File: src/design/pmra_pkg.sv
// Shared constants and types of the power monitor result and alert logic.
// Assumes a single 125 MHz device clock and a host that writes settings by strobe.
package pmra_pkg;

  // ==========================================================================
  // Timing
  localparam int CLK_MHZ      = 125;
  localparam int CONV_TIME_US = 50;
  localparam int CONV_CYCLES  = CONV_TIME_US * CLK_MHZ;

  // ==========================================================================
  // Arithmetic scaling
  localparam int CAL_SHIFT         = 11;  // Current = shunt * cal / 2048 in the wide range, shunt * cal / 512 in the narrow range
  localparam int LOW_RANGE_SHIFT   = 2;   // Narrow range has a four times finer shunt step
  localparam int POWER_SHIFT       = 6;   // Power step is 0.2 current step at 3.125 mV bus step
  localparam int POWER_LIMIT_SHIFT = 8;   // Power limit unit is 256 power units
  localparam int POWER_W           = 24;

  // ==========================================================================
  // Reset values
  localparam logic [15:0] CAL_RST = 16'h0000;
  localparam logic [15:0] SOL_RST = 16'h7FFF;
  localparam logic [15:0] BOL_RST = 16'h7FFF;
  localparam logic [15:0] POL_RST = 16'hFFFF;

  // ==========================================================================
  // Types
  typedef struct packed {
    logic       lowRange;      // 0: 163.84 mV range, 1: 40.96 mV range
    logic       alertOnReady;  // 0: limit violation, 1: conversion ready
    logic [2:0] convMask;      // Bit 0 shunt, bit 1 bus, bit 2 temperature
    logic [2:0] limitEn;       // Bit 0 shunt, bit 1 bus, bit 2 power
  } pmra_cfg_t;

  localparam int        CFG_W   = 8;
  localparam pmra_cfg_t CFG_RST = '{lowRange: 1'b0, alertOnReady: 1'b0,
                                    convMask: 3'b111, limitEn: 3'b000};

  typedef enum logic [2:0] {WR_CFG, WR_CAL, WR_SOL, WR_BOL, WR_POL} pmra_wsel_t;

  typedef enum logic [1:0] {CH_SHUNT, CH_BUS, CH_TEMP, CH_IDLE} pmra_chan_t;

  typedef struct packed {
    logic [15:0]        shunt;
    logic [15:0]        bus;
    logic [15:0]        temp;
    logic [15:0]        current;
    logic [POWER_W-1:0] power;
  } pmra_results_t;

endpackage

File: src/design/pmra_top.sv
// Result formatting, calibration, limit compare and alert of a power monitor.
// Assumes raw converter codes arrive from the analogue side, outside this clock domain.
//
// Operation
// - After reset the wide shunt range is used and shunt, bus and temperature convert in turn.
// - Configuration and converter setup return to reset values on every power-up reset.
// - With calibration zero or unwritten, current and power results read zero.
// - Over-current is the shunt result compared with the shunt limit on the same scale.
// - Bus over-voltage is the bus result compared with the bus limit on the same scale.
// - The power limit is compared with the upper 16 bits of the 24-bit power result.
// - All limits revert to their defaults on every power-up reset.
// - Shunt, current, bus and temperature results are two's complement.
// - One power count is 0.2 current counts.
// - A configuration bit selects the 163.84 mV or 40.96 mV shunt range.
// - Power is computed only when a calibration value is present.
// - The alert signals either a selected limit violation or conversion completion.
// - Alert latency depends on when the fault falls within the free-running conversions.
module pmra_top
  import pmra_pkg::*;
#(
  parameter int CONV_CYCLES_P = CONV_CYCLES
) (
  input  wire logic          ref_clk,
  input  wire logic          resetn,
  input  wire logic          ce,
  input  wire logic          wrEn,
  input  wire pmra_wsel_t    wrSel,
  input  wire logic   [15:0] wrData,
  input  wire logic          rdAck,
  input  wire logic   [15:0] shuntRaw,
  input  wire logic   [15:0] busRaw,
  input  wire logic   [15:0] tempRaw,
  output pmra_results_t      results,
  output logic               convReady,
  output logic        [2:0]  limitFlags,
  output logic               alertN
);

  localparam int CNT_W = $clog2(CONV_CYCLES_P);

  if (CONV_CYCLES_P < 4) begin : g_bad_conv
    $error("CONV_CYCLES_P must be at least 4");
  end

  // ==========================================================================
  // Functions
  function automatic pmra_chan_t nextChan(input pmra_chan_t c, input logic [2:0] m);
    int         base;
    logic [1:0] idx;
    pmra_chan_t r;
    r    = CH_IDLE;
    base = (c == CH_IDLE) ? 2 : int'(c);
    for (int k = 1; k <= 3; k++) begin
      idx = 2'((base + k) % 3);
      if (m[idx] && r == CH_IDLE) begin
        r = pmra_chan_t'(idx);
      end
    end
    return r;
  endfunction

  // ==========================================================================
  // Input synchronisers
  // Codes change only between conversions, so a word-wide two-stage sync is adequate here
  logic [15:0] shuntS1_r;
  logic [15:0] shuntS2_r;
  logic [15:0] busS1_r;
  logic [15:0] busS2_r;
  logic [15:0] tempS1_r;
  logic [15:0] tempS2_r;

  always_ff @(posedge ref_clk) begin
    if (!resetn) begin
      shuntS1_r <= 16'h0000;
      shuntS2_r <= 16'h0000;
      busS1_r   <= 16'h0000;
      busS2_r   <= 16'h0000;
      tempS1_r  <= 16'h0000;
      tempS2_r  <= 16'h0000;
    end else if (ce) begin
      shuntS1_r <= shuntRaw;
      shuntS2_r <= shuntS1_r;
      busS1_r   <= busRaw;
      busS2_r   <= busS1_r;
      tempS1_r  <= tempRaw;
      tempS2_r  <= tempS1_r;
    end
  end

  // ==========================================================================
  // Host settings
  pmra_cfg_t   cfg_r;
  pmra_cfg_t   cfg_nxt;
  logic [15:0] cal_r;
  logic [15:0] cal_nxt;
  logic [15:0] sol_r;
  logic [15:0] sol_nxt;
  logic [15:0] bol_r;
  logic [15:0] bol_nxt;
  logic [15:0] pol_r;
  logic [15:0] pol_nxt;

  always_comb begin
    cfg_nxt = cfg_r;
    cal_nxt = cal_r;
    sol_nxt = sol_r;
    bol_nxt = bol_r;
    pol_nxt = pol_r;
    if (wrEn) begin
      case (wrSel)
        WR_CFG:  cfg_nxt = pmra_cfg_t'(wrData[CFG_W-1:0]);
        WR_CAL:  cal_nxt = wrData;
        WR_SOL:  sol_nxt = wrData;
        WR_BOL:  bol_nxt = wrData;
        WR_POL:  pol_nxt = wrData;
        default: cfg_nxt = cfg_r;
      endcase
    end
  end

  always_ff @(posedge ref_clk) begin
    if (!resetn) begin
      cfg_r <= CFG_RST;
      cal_r <= CAL_RST;
      sol_r <= SOL_RST;
      bol_r <= BOL_RST;
      pol_r <= POL_RST;
    end else if (ce) begin
      cfg_r <= cfg_nxt;
      cal_r <= cal_nxt;
      sol_r <= sol_nxt;
      bol_r <= bol_nxt;
      pol_r <= pol_nxt;
    end
  end

  // ==========================================================================
  // Conversion sequencer
  // Free running: a fault is seen only at the end of the conversion that samples it
  pmra_chan_t       chan_r;
  pmra_chan_t       chan_nxt;
  logic [CNT_W-1:0] cnt_r;
  logic [CNT_W-1:0] cnt_nxt;
  logic             convDone;

  always_comb begin
    chan_nxt = chan_r;
    cnt_nxt  = cnt_r;
    convDone = 1'b0;
    case (chan_r)
      CH_IDLE: begin
        cnt_nxt  = '0;
        chan_nxt = nextChan(CH_IDLE, cfg_r.convMask);
      end
      default: begin
        if (cnt_r == CNT_W'(CONV_CYCLES_P - 1)) begin
          convDone = 1'b1;
          cnt_nxt  = '0;
          chan_nxt = nextChan(chan_r, cfg_r.convMask);
        end else begin
          cnt_nxt = cnt_r + 1'b1;
        end
      end
    endcase
  end

  always_ff @(posedge ref_clk) begin
    if (!resetn) begin
      chan_r <= CH_IDLE;
      cnt_r  <= '0;
    end else if (ce) begin
      chan_r <= chan_nxt;
      cnt_r  <= cnt_nxt;
    end
  end

  // ==========================================================================
  // Results and limit compare
  logic [15:0]        shunt_r;
  logic [15:0]        shunt_nxt;
  logic [15:0]        bus_r;
  logic [15:0]        bus_nxt;
  logic [15:0]        temp_r;
  logic [15:0]        temp_nxt;
  logic               calcStart_r;
  logic               calcStart_nxt;
  logic [2:0]         flags_r;
  logic [2:0]         flags_nxt;
  logic               ready_r;
  logic               ready_nxt;
  logic               alertN_r;
  logic               alertN_nxt;
  logic [15:0]        current;
  logic [POWER_W-1:0] power;
  logic               calcValid;

  pmra_power_calc u_calc (
    .ref_clk  (ref_clk),
    .resetn   (resetn),
    .ce       (ce),
    .start    (calcStart_r),
    .shunt    (shunt_r),
    .bus      (bus_r),
    .cal      (cal_r),
    .lowRange (cfg_r.lowRange),
    .current  (current),
    .power    (power),
    .valid    (calcValid)
  );

  always_comb begin
    shunt_nxt     = shunt_r;
    bus_nxt       = bus_r;
    temp_nxt      = temp_r;
    flags_nxt     = flags_r;
    calcStart_nxt = 1'b0;
    if (convDone) begin
      case (chan_r)
        CH_SHUNT: begin
          shunt_nxt     = shuntS2_r;
          calcStart_nxt = 1'b1;
          flags_nxt[0]  = cfg_r.limitEn[0]
                        && ($signed(shuntS2_r) > $signed(sol_r));
        end
        CH_BUS: begin
          bus_nxt       = busS2_r;
          calcStart_nxt = 1'b1;
          flags_nxt[1]  = cfg_r.limitEn[1]
                        && ($signed(busS2_r) > $signed(bol_r));
        end
        CH_TEMP: temp_nxt = tempS2_r;
        default: temp_nxt = temp_r;
      endcase
    end
    if (calcValid) begin
      flags_nxt[2] = cfg_r.limitEn[2]
                   && (power[POWER_LIMIT_SHIFT +: 16] > pol_r);
    end
    flags_nxt = flags_nxt & cfg_r.limitEn;
    // A completion in the same cycle as the host acknowledge keeps the flag set
    ready_nxt  = convDone || (ready_r && !rdAck);
    alertN_nxt = cfg_r.alertOnReady ? !ready_nxt : !(|flags_nxt);
  end

  always_ff @(posedge ref_clk) begin
    if (!resetn) begin
      shunt_r     <= 16'h0000;
      bus_r       <= 16'h0000;
      temp_r      <= 16'h0000;
      calcStart_r <= 1'b0;
      flags_r     <= 3'b000;
      ready_r     <= 1'b0;
      alertN_r    <= 1'b1;
    end else if (ce) begin
      shunt_r     <= shunt_nxt;
      bus_r       <= bus_nxt;
      temp_r      <= temp_nxt;
      calcStart_r <= calcStart_nxt;
      flags_r     <= flags_nxt;
      ready_r     <= ready_nxt;
      alertN_r    <= alertN_nxt;
    end
  end

  // ==========================================================================
  // Outputs
  assign results.shunt   = shunt_r;
  assign results.bus     = bus_r;
  assign results.temp    = temp_r;
  assign results.current = current;
  assign results.power   = power;
  assign convReady       = ready_r;
  assign limitFlags      = flags_r;
  assign alertN          = alertN_r;

endmodule // pmra_top

File: src/design/pmra_power_calc.sv
// Current and power arithmetic, registered, started by a one-cycle pulse.
// Assumes its operands stay stable in the cycle of the start pulse.
module pmra_power_calc
  import pmra_pkg::*;
(
  input  wire logic               ref_clk,
  input  wire logic               resetn,
  input  wire logic               ce,
  input  wire logic               start,
  input  wire logic        [15:0] shunt,
  input  wire logic        [15:0] bus,
  input  wire logic        [15:0] cal,
  input  wire logic               lowRange,
  output logic             [15:0] current,
  output logic      [POWER_W-1:0] power,
  output logic                    valid
);

  logic        [15:0] current_r;
  logic        [15:0] current_nxt;
  logic [POWER_W-1:0] power_r;
  logic [POWER_W-1:0] power_nxt;
  logic               valid_r;
  logic               valid_nxt;
  logic signed [34:0] prod;
  logic        [15:0] curMag;
  logic        [31:0] pwrProd;

  // ==========================================================================
  // Arithmetic
  always_comb begin
    prod        = $signed({shunt[15], shunt[15], shunt[15], shunt})
                * $signed({1'b0, cal, 2'b00});
    if (!lowRange) begin
      prod = prod >>> LOW_RANGE_SHIFT;
    end
    current_nxt = current_r;
    power_nxt   = power_r;
    valid_nxt   = 1'b0;
    curMag      = 16'h0000;
    pwrProd     = 32'h0000_0000;
    if (start) begin
      current_nxt = prod[CAL_SHIFT +: 16];
      curMag      = current_nxt[15] ? 16'(-current_nxt) : current_nxt;
      pwrProd     = curMag * (bus[15] ? 16'h0000 : bus);
      power_nxt   = pwrProd[POWER_SHIFT +: POWER_W];
      if (cal == CAL_RST) begin
        current_nxt = 16'h0000;
        power_nxt   = '0;
      end
      valid_nxt = 1'b1;
    end
  end

  always_ff @(posedge ref_clk) begin
    if (!resetn) begin
      current_r <= 16'h0000;
      power_r   <= '0;
      valid_r   <= 1'b0;
    end else if (ce) begin
      current_r <= current_nxt;
      power_r   <= power_nxt;
      valid_r   <= valid_nxt;
    end
  end

  assign current = current_r;
  assign power   = power_r;
  assign valid   = valid_r;

endmodule // pmra_power_calc

File: config.mk
export PLATFORM = sky130hd
export DESIGN_NAME = pmra_top
export DESIGN_NICKNAME = d
export VERILOG_FILES = /design/src/design/pmra_pkg.sv /design/src/design/pmra_top.sv /design/src/design/pmra_power_calc.sv
export SDC_FILE = /design/constraint.sdc
export NUM_CORES = 2
export LEC_CHECK = 0
export BUFFER_PORTS_ARGS = -buffer_cell sky130_fd_sc_hd__buf_4
export CORE_MARGIN = 4
export CORE_UTILIZATION = 51
export CTS_CLUSTER_SIZE = 14
export DETAILED_ROUTE_END_ITERATION = 6
export PLACE_DENSITY = 0.69
export SYNTH_ARGS = -nofsm -noshare
export SYNTH_HDL_FRONTEND = slang
export SYNTH_SLANG_ARGS = --single-unit
File: constraint.sdc
create_clock -name ref_clk -period 15.15 [get_ports ref_clk]
set_input_delay 3.03 -clock ref_clk [delete_from_list [all_inputs] [get_ports ref_clk]]
set_output_delay 3.03 -clock ref_clk [all_outputs]
set_load 0.005 [all_outputs]
* Word level (Yosys, flattened, before mapping)
Cells that the tools add are included. W data, S select, Z words.
Word-level totals: output and inout port bits 93, RAM bits 0, register bits after elaboration 278, word-level logic and storage cells 121, input port bits 72, bits in latches 0, memories 0, ROM bits 0
Cells by class: shift-type cells 0, multiplexer cells 38, reductions and logical operators 28, $lt $le $gt $ge 6, bitwise operators 1, add/subtract/negate cells 5, multiply operators 2, div/mod/pow operators 3, eq/ne operators 12
Operators with widths (count):
- $mod A32 B3 Y32 const B | 3
- $gt A16 B16 Y1 | 3
- $mul A16 B32 Y30 | 1
- $mux W16 | 2
- $mux W2 | 16
- $mul A16 B17 Y27 | 1
- $mux W27 | 1
- $mux W13 | 2
- $mux W24 | 1
- $reduce_and A3 Y1 | 8
- $logic_not A16 Y1 | 1
- $neg A16 Y16 | 1
- $mux W15 | 1
- $add A13 B1 Y13 const B | 1
- $eq A13 B13 Y1 const B | 1
- $eq A2 B2 Y1 const B | 6
- $mux W1 | 12
- $lt A2 B3 Y1 const B | 3
- $logic_and A1 B1 Y1 | 8
- $add A2 B2 Y3 const B | 2
- $bmux W1 S2 | 3
- $eq A3 B2 Y1 const B | 2
- $reduce_and A2 Y1 | 2
- $add A2 B1 Y3 const B | 1
- other kinds (11) | 13

* Depth between registers and ports, before layout
depth in word-level cells 19, gate-level depth with buffers 57, mapped depth without buffers 54

* Cells and area by module
Synthesis repeated with hierarchy kept, for this count alone.
Second synthesis, totals: cell total of the unflattened synthesis 3167, area, all modules 27353.7 um^2
Modules (own cells, without submodules):
- pmra_power_calc | times used 1, cells each 2050, area an instance 17520.6 um^2, sequential area each 820.8 um^2
- pmra_top | times used 1, cells each 1117, area an instance 9833.2 um^2, sequential area each 4744.6 um^2

* Worst setup path after synthesis
OpenSTA, ideal clock, no wires.
kind register to register, start register cal_r[6], end register u_calc.power_r[23] (netlist: u_calc.power[23]), path buffers 3, period minus slack after synthesis 12.743 ns, data arrival time 12.617 ns, path slack 2.407 ns, stages on the path, launching flop included 55, required time 15.024 ns, library setup time 0.126 ns, cells stage by stage dfxtp_1 > clkbuf_1 > clkbuf_1 > and2_1 > fa_1 > inv_1 > fa_1 > fa_1 > fa_1 > inv_1 > fa_1 > inv_1 > fa_1 > inv_1 > ha_1 > clkbuf_1 > a21oi_1 > o21ai_0 > [19 not listed] > fa_1 > inv_1 > ha_1 > a21o_1 > a21o_1 > a21oi_1 > o21ai_0 > a21o_1 > a21o_1 > a21oi_1 > o21ai_0 > a31oi_2 > o31ai_2 > a21oi_2 > o21bai_2 > a21oi_1 > xnor2_1 > o21ai_1
Between the ends: longest elaborated chain between the ends 6, elaborated cells between the ends (all ways) 7, classes of those cells 1 x add/sub; 2 x mul; 3 x mux; 1 x reduce/logical
Ends and longest elaborated chain:
- from (decl) | line pmra_top.sv:94 | logic [15:0] cal_r;
- from (signal assigned) | line pmra_top.sv:130 | cal_r <= cal_nxt;
- $mul A16 B17 Y27 | line pmra_power_calc.sv:33 | * $signed({1'b0, cal, 2'b00});
- $mux W27 | line pmra_power_calc.sv:34 | if (!lowRange) begin
- $neg A16 Y16 | line pmra_power_calc.sv:44 | curMag = current_nxt[15] ? 16'(-current_nxt) : current_nxt;
- $mux W16 | line pmra_power_calc.sv:44
- $mul A16 B32 Y30 | line pmra_power_calc.sv:45 | pwrProd = curMag * (bus[15] ? 16'h0000 : bus);
- $mux W24 * | line pmra_power_calc.sv:47 | if (cal == CAL_RST) begin
- to (signal assigned) | line pmra_power_calc.sv:62 | power_r <= power_nxt;
- to (decl) | line pmra_power_calc.sv:21 | logic [POWER_W-1:0] power_r;
Mark *: on every way between the ends. The rest lies on a longest branch, timed or not. A chain may end at the register's enable or synchronous reset.

* Final worst setup path
start register cal_r[10], end register u_calc.power_r[23] (netlist: u_calc.power[23])
Same word-level chain as after synthesis.

==> impl_metrics.xml <==
<?xml version="1.0" encoding="UTF-8"?>
<metrics>
  <group name="global_routing">
    <metric name="largest_net_degree_at_the_start_of_global_routing" unit="">174</metric>
    <metric name="grt_pass1_wl" unit="mm">122.6</metric>
    <metric name="number_of_antenna_violations_at_the_first_check_in_global_routing" unit="">0</metric>
    <metric name="number_of_global_route_vias_before_repair" unit="">22760</metric>
    <metric name="grt_remaining_overflow" unit="">0</metric>
    <metric name="grt_use_total" unit="%">26.57</metric>
  </group>
  <group name="power">
    <metric name="clkPwrFrac" unit="%">49.1</metric>
    <metric name="power_switching" unit="W">0.0003835</metric>
    <metric name="power" unit="W">0.001678</metric>
    <metric name="p_per_area" unit="nW/um^2">55.04</metric>
    <metric name="power.combinational.fraction" unit="%">5.5</metric>
    <metric name="power.static_leakage" unit="nW">14.73</metric>
    <metric name="switching_share_of_total_power" unit="%">22.85</metric>
    <metric name="power.ir.vdd_worst" unit="mV">0.08035</metric>
    <metric name="cellInternalPower" unit="W">0.001295</metric>
    <metric name="p_seq_share" unit="%">45.4</metric>
  </group>
  <group name="finish">
    <metric name="design_area" unit="um^2">30490</metric>
    <metric name="final_net_count" unit="">3883</metric>
    <metric name="post-route-util" unit="%">56.77</metric>
    <metric name="syn_to_final_growth" unit="%">10.37</metric>
    <metric name="final_layout_size_suffix_gt1_share" unit="%">8.349</metric>
    <metric name="largest_register_ff_count" unit="">24</metric>
  </group>
  <group name="route">
    <metric name="routed-via-count" unit="">21500</metric>
    <metric name="viasPerCell" unit="">5.453</metric>
    <metric name="drtAntennaViolNets" unit="">0</metric>
    <metric name="drt_first_iter_violations" unit="">1462</metric>
    <metric name="post_drt_wl_per_cell" unit="um">19.26</metric>
    <metric name="drt-pass1-iter-count" unit="">6</metric>
    <metric name="detail_route.drc_violations" unit="">0</metric>
    <metric name="route.final.wire_length" unit="mm">75.94</metric>
  </group>
  <group name="timing">
    <metric name="hold_viol" unit="">0</metric>
    <metric name="post-route-min-period" unit="ps">14350</metric>
    <metric name="skew" unit="ps">19.49</metric>
    <metric name="tightestPinTransition" unit="ps">1231</metric>
    <metric name="drv_slew" unit="">0</metric>
    <metric name="post-route-worst-setup-slack" unit="ps">804.0</metric>
    <metric name="rsz0062_at_grt" unit="">false</metric>
    <metric name="report.final.setup_viol" unit="">0</metric>
    <metric name="max_slew_margin" unit="%">17.62</metric>
    <metric name="period_share" unit="%">94.69</metric>
    <metric name="totalNegativeSetupSlack" unit="ps">0</metric>
    <metric name="max_freq" unit="MHz">69.71</metric>
  </group>
  <group name="clocking">
    <metric name="hold_buffers" unit="">0</metric>
    <metric name="htree_levels" unit="">1</metric>
    <metric name="worst_setup_hold_path_clk_slew" unit="ps">60</metric>
    <metric name="tritoncts" unit="">done</metric>
    <metric name="worst_skew_pair.late_latency" unit="ps">590</metric>
    <metric name="cts_made_buffers" unit="">31</metric>
    <metric name="clock_tree_root" unit="">sky130_fd_sc_hd__clkbuf_16</metric>
    <metric name="tritoncts_num_sinks" unit="">278</metric>
    <metric name="cts_setup_buffers" unit="">0</metric>
    <metric name="clockBufferDepth" unit="">3</metric>
  </group>
  <group name="critical_path">
    <metric name="crit_fanout" unit="">18</metric>
    <metric name="crit_path_end_kind" unit="">register</metric>
    <metric name="slowest_delay" unit="ps">910</metric>
    <metric name="timing.critical_path.buf_inv" unit="">8</metric>
    <metric name="critical_path.top_delay_family" unit="">adder cells</metric>
    <metric name="crit_path_top_delay_cell" unit="">sky130_fd_sc_hd__dfxtp_1</metric>
    <metric name="cp_common_cell" unit="">sky130_fd_sc_hd__fa_1</metric>
    <metric name="worstPathArrival" unit="ps">14790</metric>
    <metric name="timing_worst_setup_path_type" unit="">register to register</metric>
    <metric name="worstPathRequired" unit="ps">15590</metric>
    <metric name="worstSetupStartpointType" unit="">register</metric>
  </group>
  <group name="min_path">
    <metric name="hold_path.class" unit="">register to register</metric>
  </group>
  <group name="run">
    <metric name="max-cap-violations" unit="">0</metric>
  </group>
  <group name="synthesis">
    <metric name="syn-cell-area" unit="um^2">27630</metric>
    <metric name="synth_cells" unit="">3147</metric>
    <metric name="async_reset_ff_share" unit="%">0</metric>
    <metric name="synth.top_cells.by_count" unit="">sky130_fd_sc_hd__inv_1 (512), sky130_fd_sc_hd__nand2_1 (457), sky130_fd_sc_hd__fa_1 (364)</metric>
    <metric name="yosysTopAreaCellShare" unit="%">26.38</metric>
    <metric name="sequential_share_of_the_synthesized_area" unit="%">20.14</metric>
    <metric name="synth-edff-count" unit="">0</metric>
    <metric name="netlist_top_cells_area" unit="">sky130_fd_sc_hd__fa_1 (26%), sky130_fd_sc_hd__dfxtp_1 (20%), sky130_fd_sc_hd__ha_1 (10%)</metric>
    <metric name="post-synth-top-area-cell" unit="">sky130_fd_sc_hd__fa_1</metric>
    <metric name="synth_fp_nets" unit="">3808</metric>
    <metric name="synth_most_common_cell" unit="">sky130_fd_sc_hd__inv_1</metric>
    <metric name="synthesis.area_per_instance" unit="um^2">8.779</metric>
    <metric name="synth-seq-cells" unit="">278</metric>
    <metric name="ys.warnings.count" unit="">0</metric>
    <metric name="synth_ff_type" unit="">sky130_fd_sc_hd__dfxtp_1</metric>
    <metric name="synth.lib_cells_used.distinct" unit="">78</metric>
  </group>
  <group name="floorplan">
    <metric name="initial_core_utilization" unit="%">51.44</metric>
    <metric name="floorplan.die.width" unit="um">240.7</metric>
    <metric name="die-area" unit="um^2">57960</metric>
    <metric name="floorplan.die.height" unit="um">240.7</metric>
    <metric name="floorplan.core_area" unit="um^2">53710</metric>
    <metric name="num_io_pins" unit="">165</metric>
    <metric name="std_cell_rows" unit="">85</metric>
  </group>
  <group name="placed_design">
    <metric name="place_ws" unit="ps">837.6</metric>
    <metric name="portbufs" unit="">164</metric>
    <metric name="gp_routability_congestion" unit="">0.9486</metric>
    <metric name="place_area" unit="um^2">29360</metric>
    <metric name="dpl.hpwl" unit="mm">59.11</metric>
  </group>
  <group name="status">
    <metric name="status" unit="">completed</metric>
  </group>
</metrics>
## power groups by stage
| stage | registers (W) | clock network [W] | logic [W] |
|---|---|---|---|
| 2_1_floorplan | 0.000771 | 0 | 0.0000596 |
| 3_3_place_gp | 0.000778 | 0 | 0.0000887 |
| 3_5_place_dp | 0.000778 | 0 | 0.0000913 |
| 4_1_cts | 0.000762 | 0.000838 | 0.0000918 |
| 5_1_grt | 0.000764 | 0.000870 | 0.000101 |
| 6_report | 0.000762 | 0.000824 | 0.0000918 |
## worst min-delay path, delay by kind of cell (launching register included)
family,cells,cell delay [ps]
AND/OR/NAND/NOR,1,40
AO/OA/AOI/OAI,1,70
flip-flops,1,300
## layer usage
metal	global-route usage [%]	up-vias	part of all wire (%)
met2	43.30	790	46
li1	-	9980	-
met1	35.94	10560	43
met5	0	-	0
met4	8.590	0	3.5
met3	5.382	175	7.9
## timing repair
item | CTS | global route
endpoints found under the setup margin | 0 | 1
resized for setup | 0 | 2
endpoints found under the hold margin | 0 | 0
## layout by cell type, fill, tap and decap left out, types with 31 or more instances in the layout
master,netlist,layout
sky130_fd_sc_hd__a21boi_0,60,60
sky130_fd_sc_hd__a21oi_1,56,56
sky130_fd_sc_hd__and2_1,135,135
sky130_fd_sc_hd__buf_4,0,185
sky130_fd_sc_hd__clkbuf_16,0,31
sky130_fd_sc_hd__dfxtp_1,278,278
sky130_fd_sc_hd__fa_1,364,364
sky130_fd_sc_hd__ha_1,225,225
sky130_fd_sc_hd__inv_1,512,512
sky130_fd_sc_hd__mux2i_1,125,125
sky130_fd_sc_hd__nand2_1,457,457
sky130_fd_sc_hd__nand2b_1,40,40
sky130_fd_sc_hd__nand3_1,31,31
sky130_fd_sc_hd__nor2_1,184,183
sky130_fd_sc_hd__nor2b_1,154,154
sky130_fd_sc_hd__o211ai_1,45,45
sky130_fd_sc_hd__o21ai_0,57,57
sky130_fd_sc_hd__xnor2_1,49,48
sky130_fd_sc_hd__xor2_1,35,34
## per-stage QoR
step                      instances  hold WS [ps]
after floorplan                3147         438.9
after global placement         3885         451.2
after detailed placement       3885         455.6
after CTS                      3942         463.9
after global routing           3942         496.6
final                          3943         463.0
## cells by family (layout without fill, tap and decap cells)
group	count (synthesis)	in the layout	share of synthesized area [%]
AOI/OAI and AO/OA	324	324	8.053
xor gates and xnor gates	86	86	2.803
adders and majority gates	589	589	36.57
buffers and inverters	660	759	9.008
DFF	278	278	20.14
muxes	129	129	4.719
other	0	1	0
and+or+nand+nor	1081	1081	18.70
## cell type report
type	instances	area (um^2)
Antenna cell	1	2.502
Inverter	515	1933
Clock buffer	46	922.1
Clock inverter	11	190.2
Multi-Input combinational cell	2209	19600
Timing Repair Buffer	187	1411
Tap cell	696	870.8
Sequential cell	278	5565
Fill cell	4788	23220
## worst paths after layout
path	start	end	slack, ps	cells past startpoint
setup / recovery	cal_r[10]	u_calc.power[23]	800	50
setup reg to reg	cal_r[10]	u_calc.power[23]	800	50
hold reg to reg	cfg_r[2]	cfg_r[2]	460	2
hold / removal	cfg_r[2]	cfg_r[2]	460	2
(Power assumes the default switching activity.)
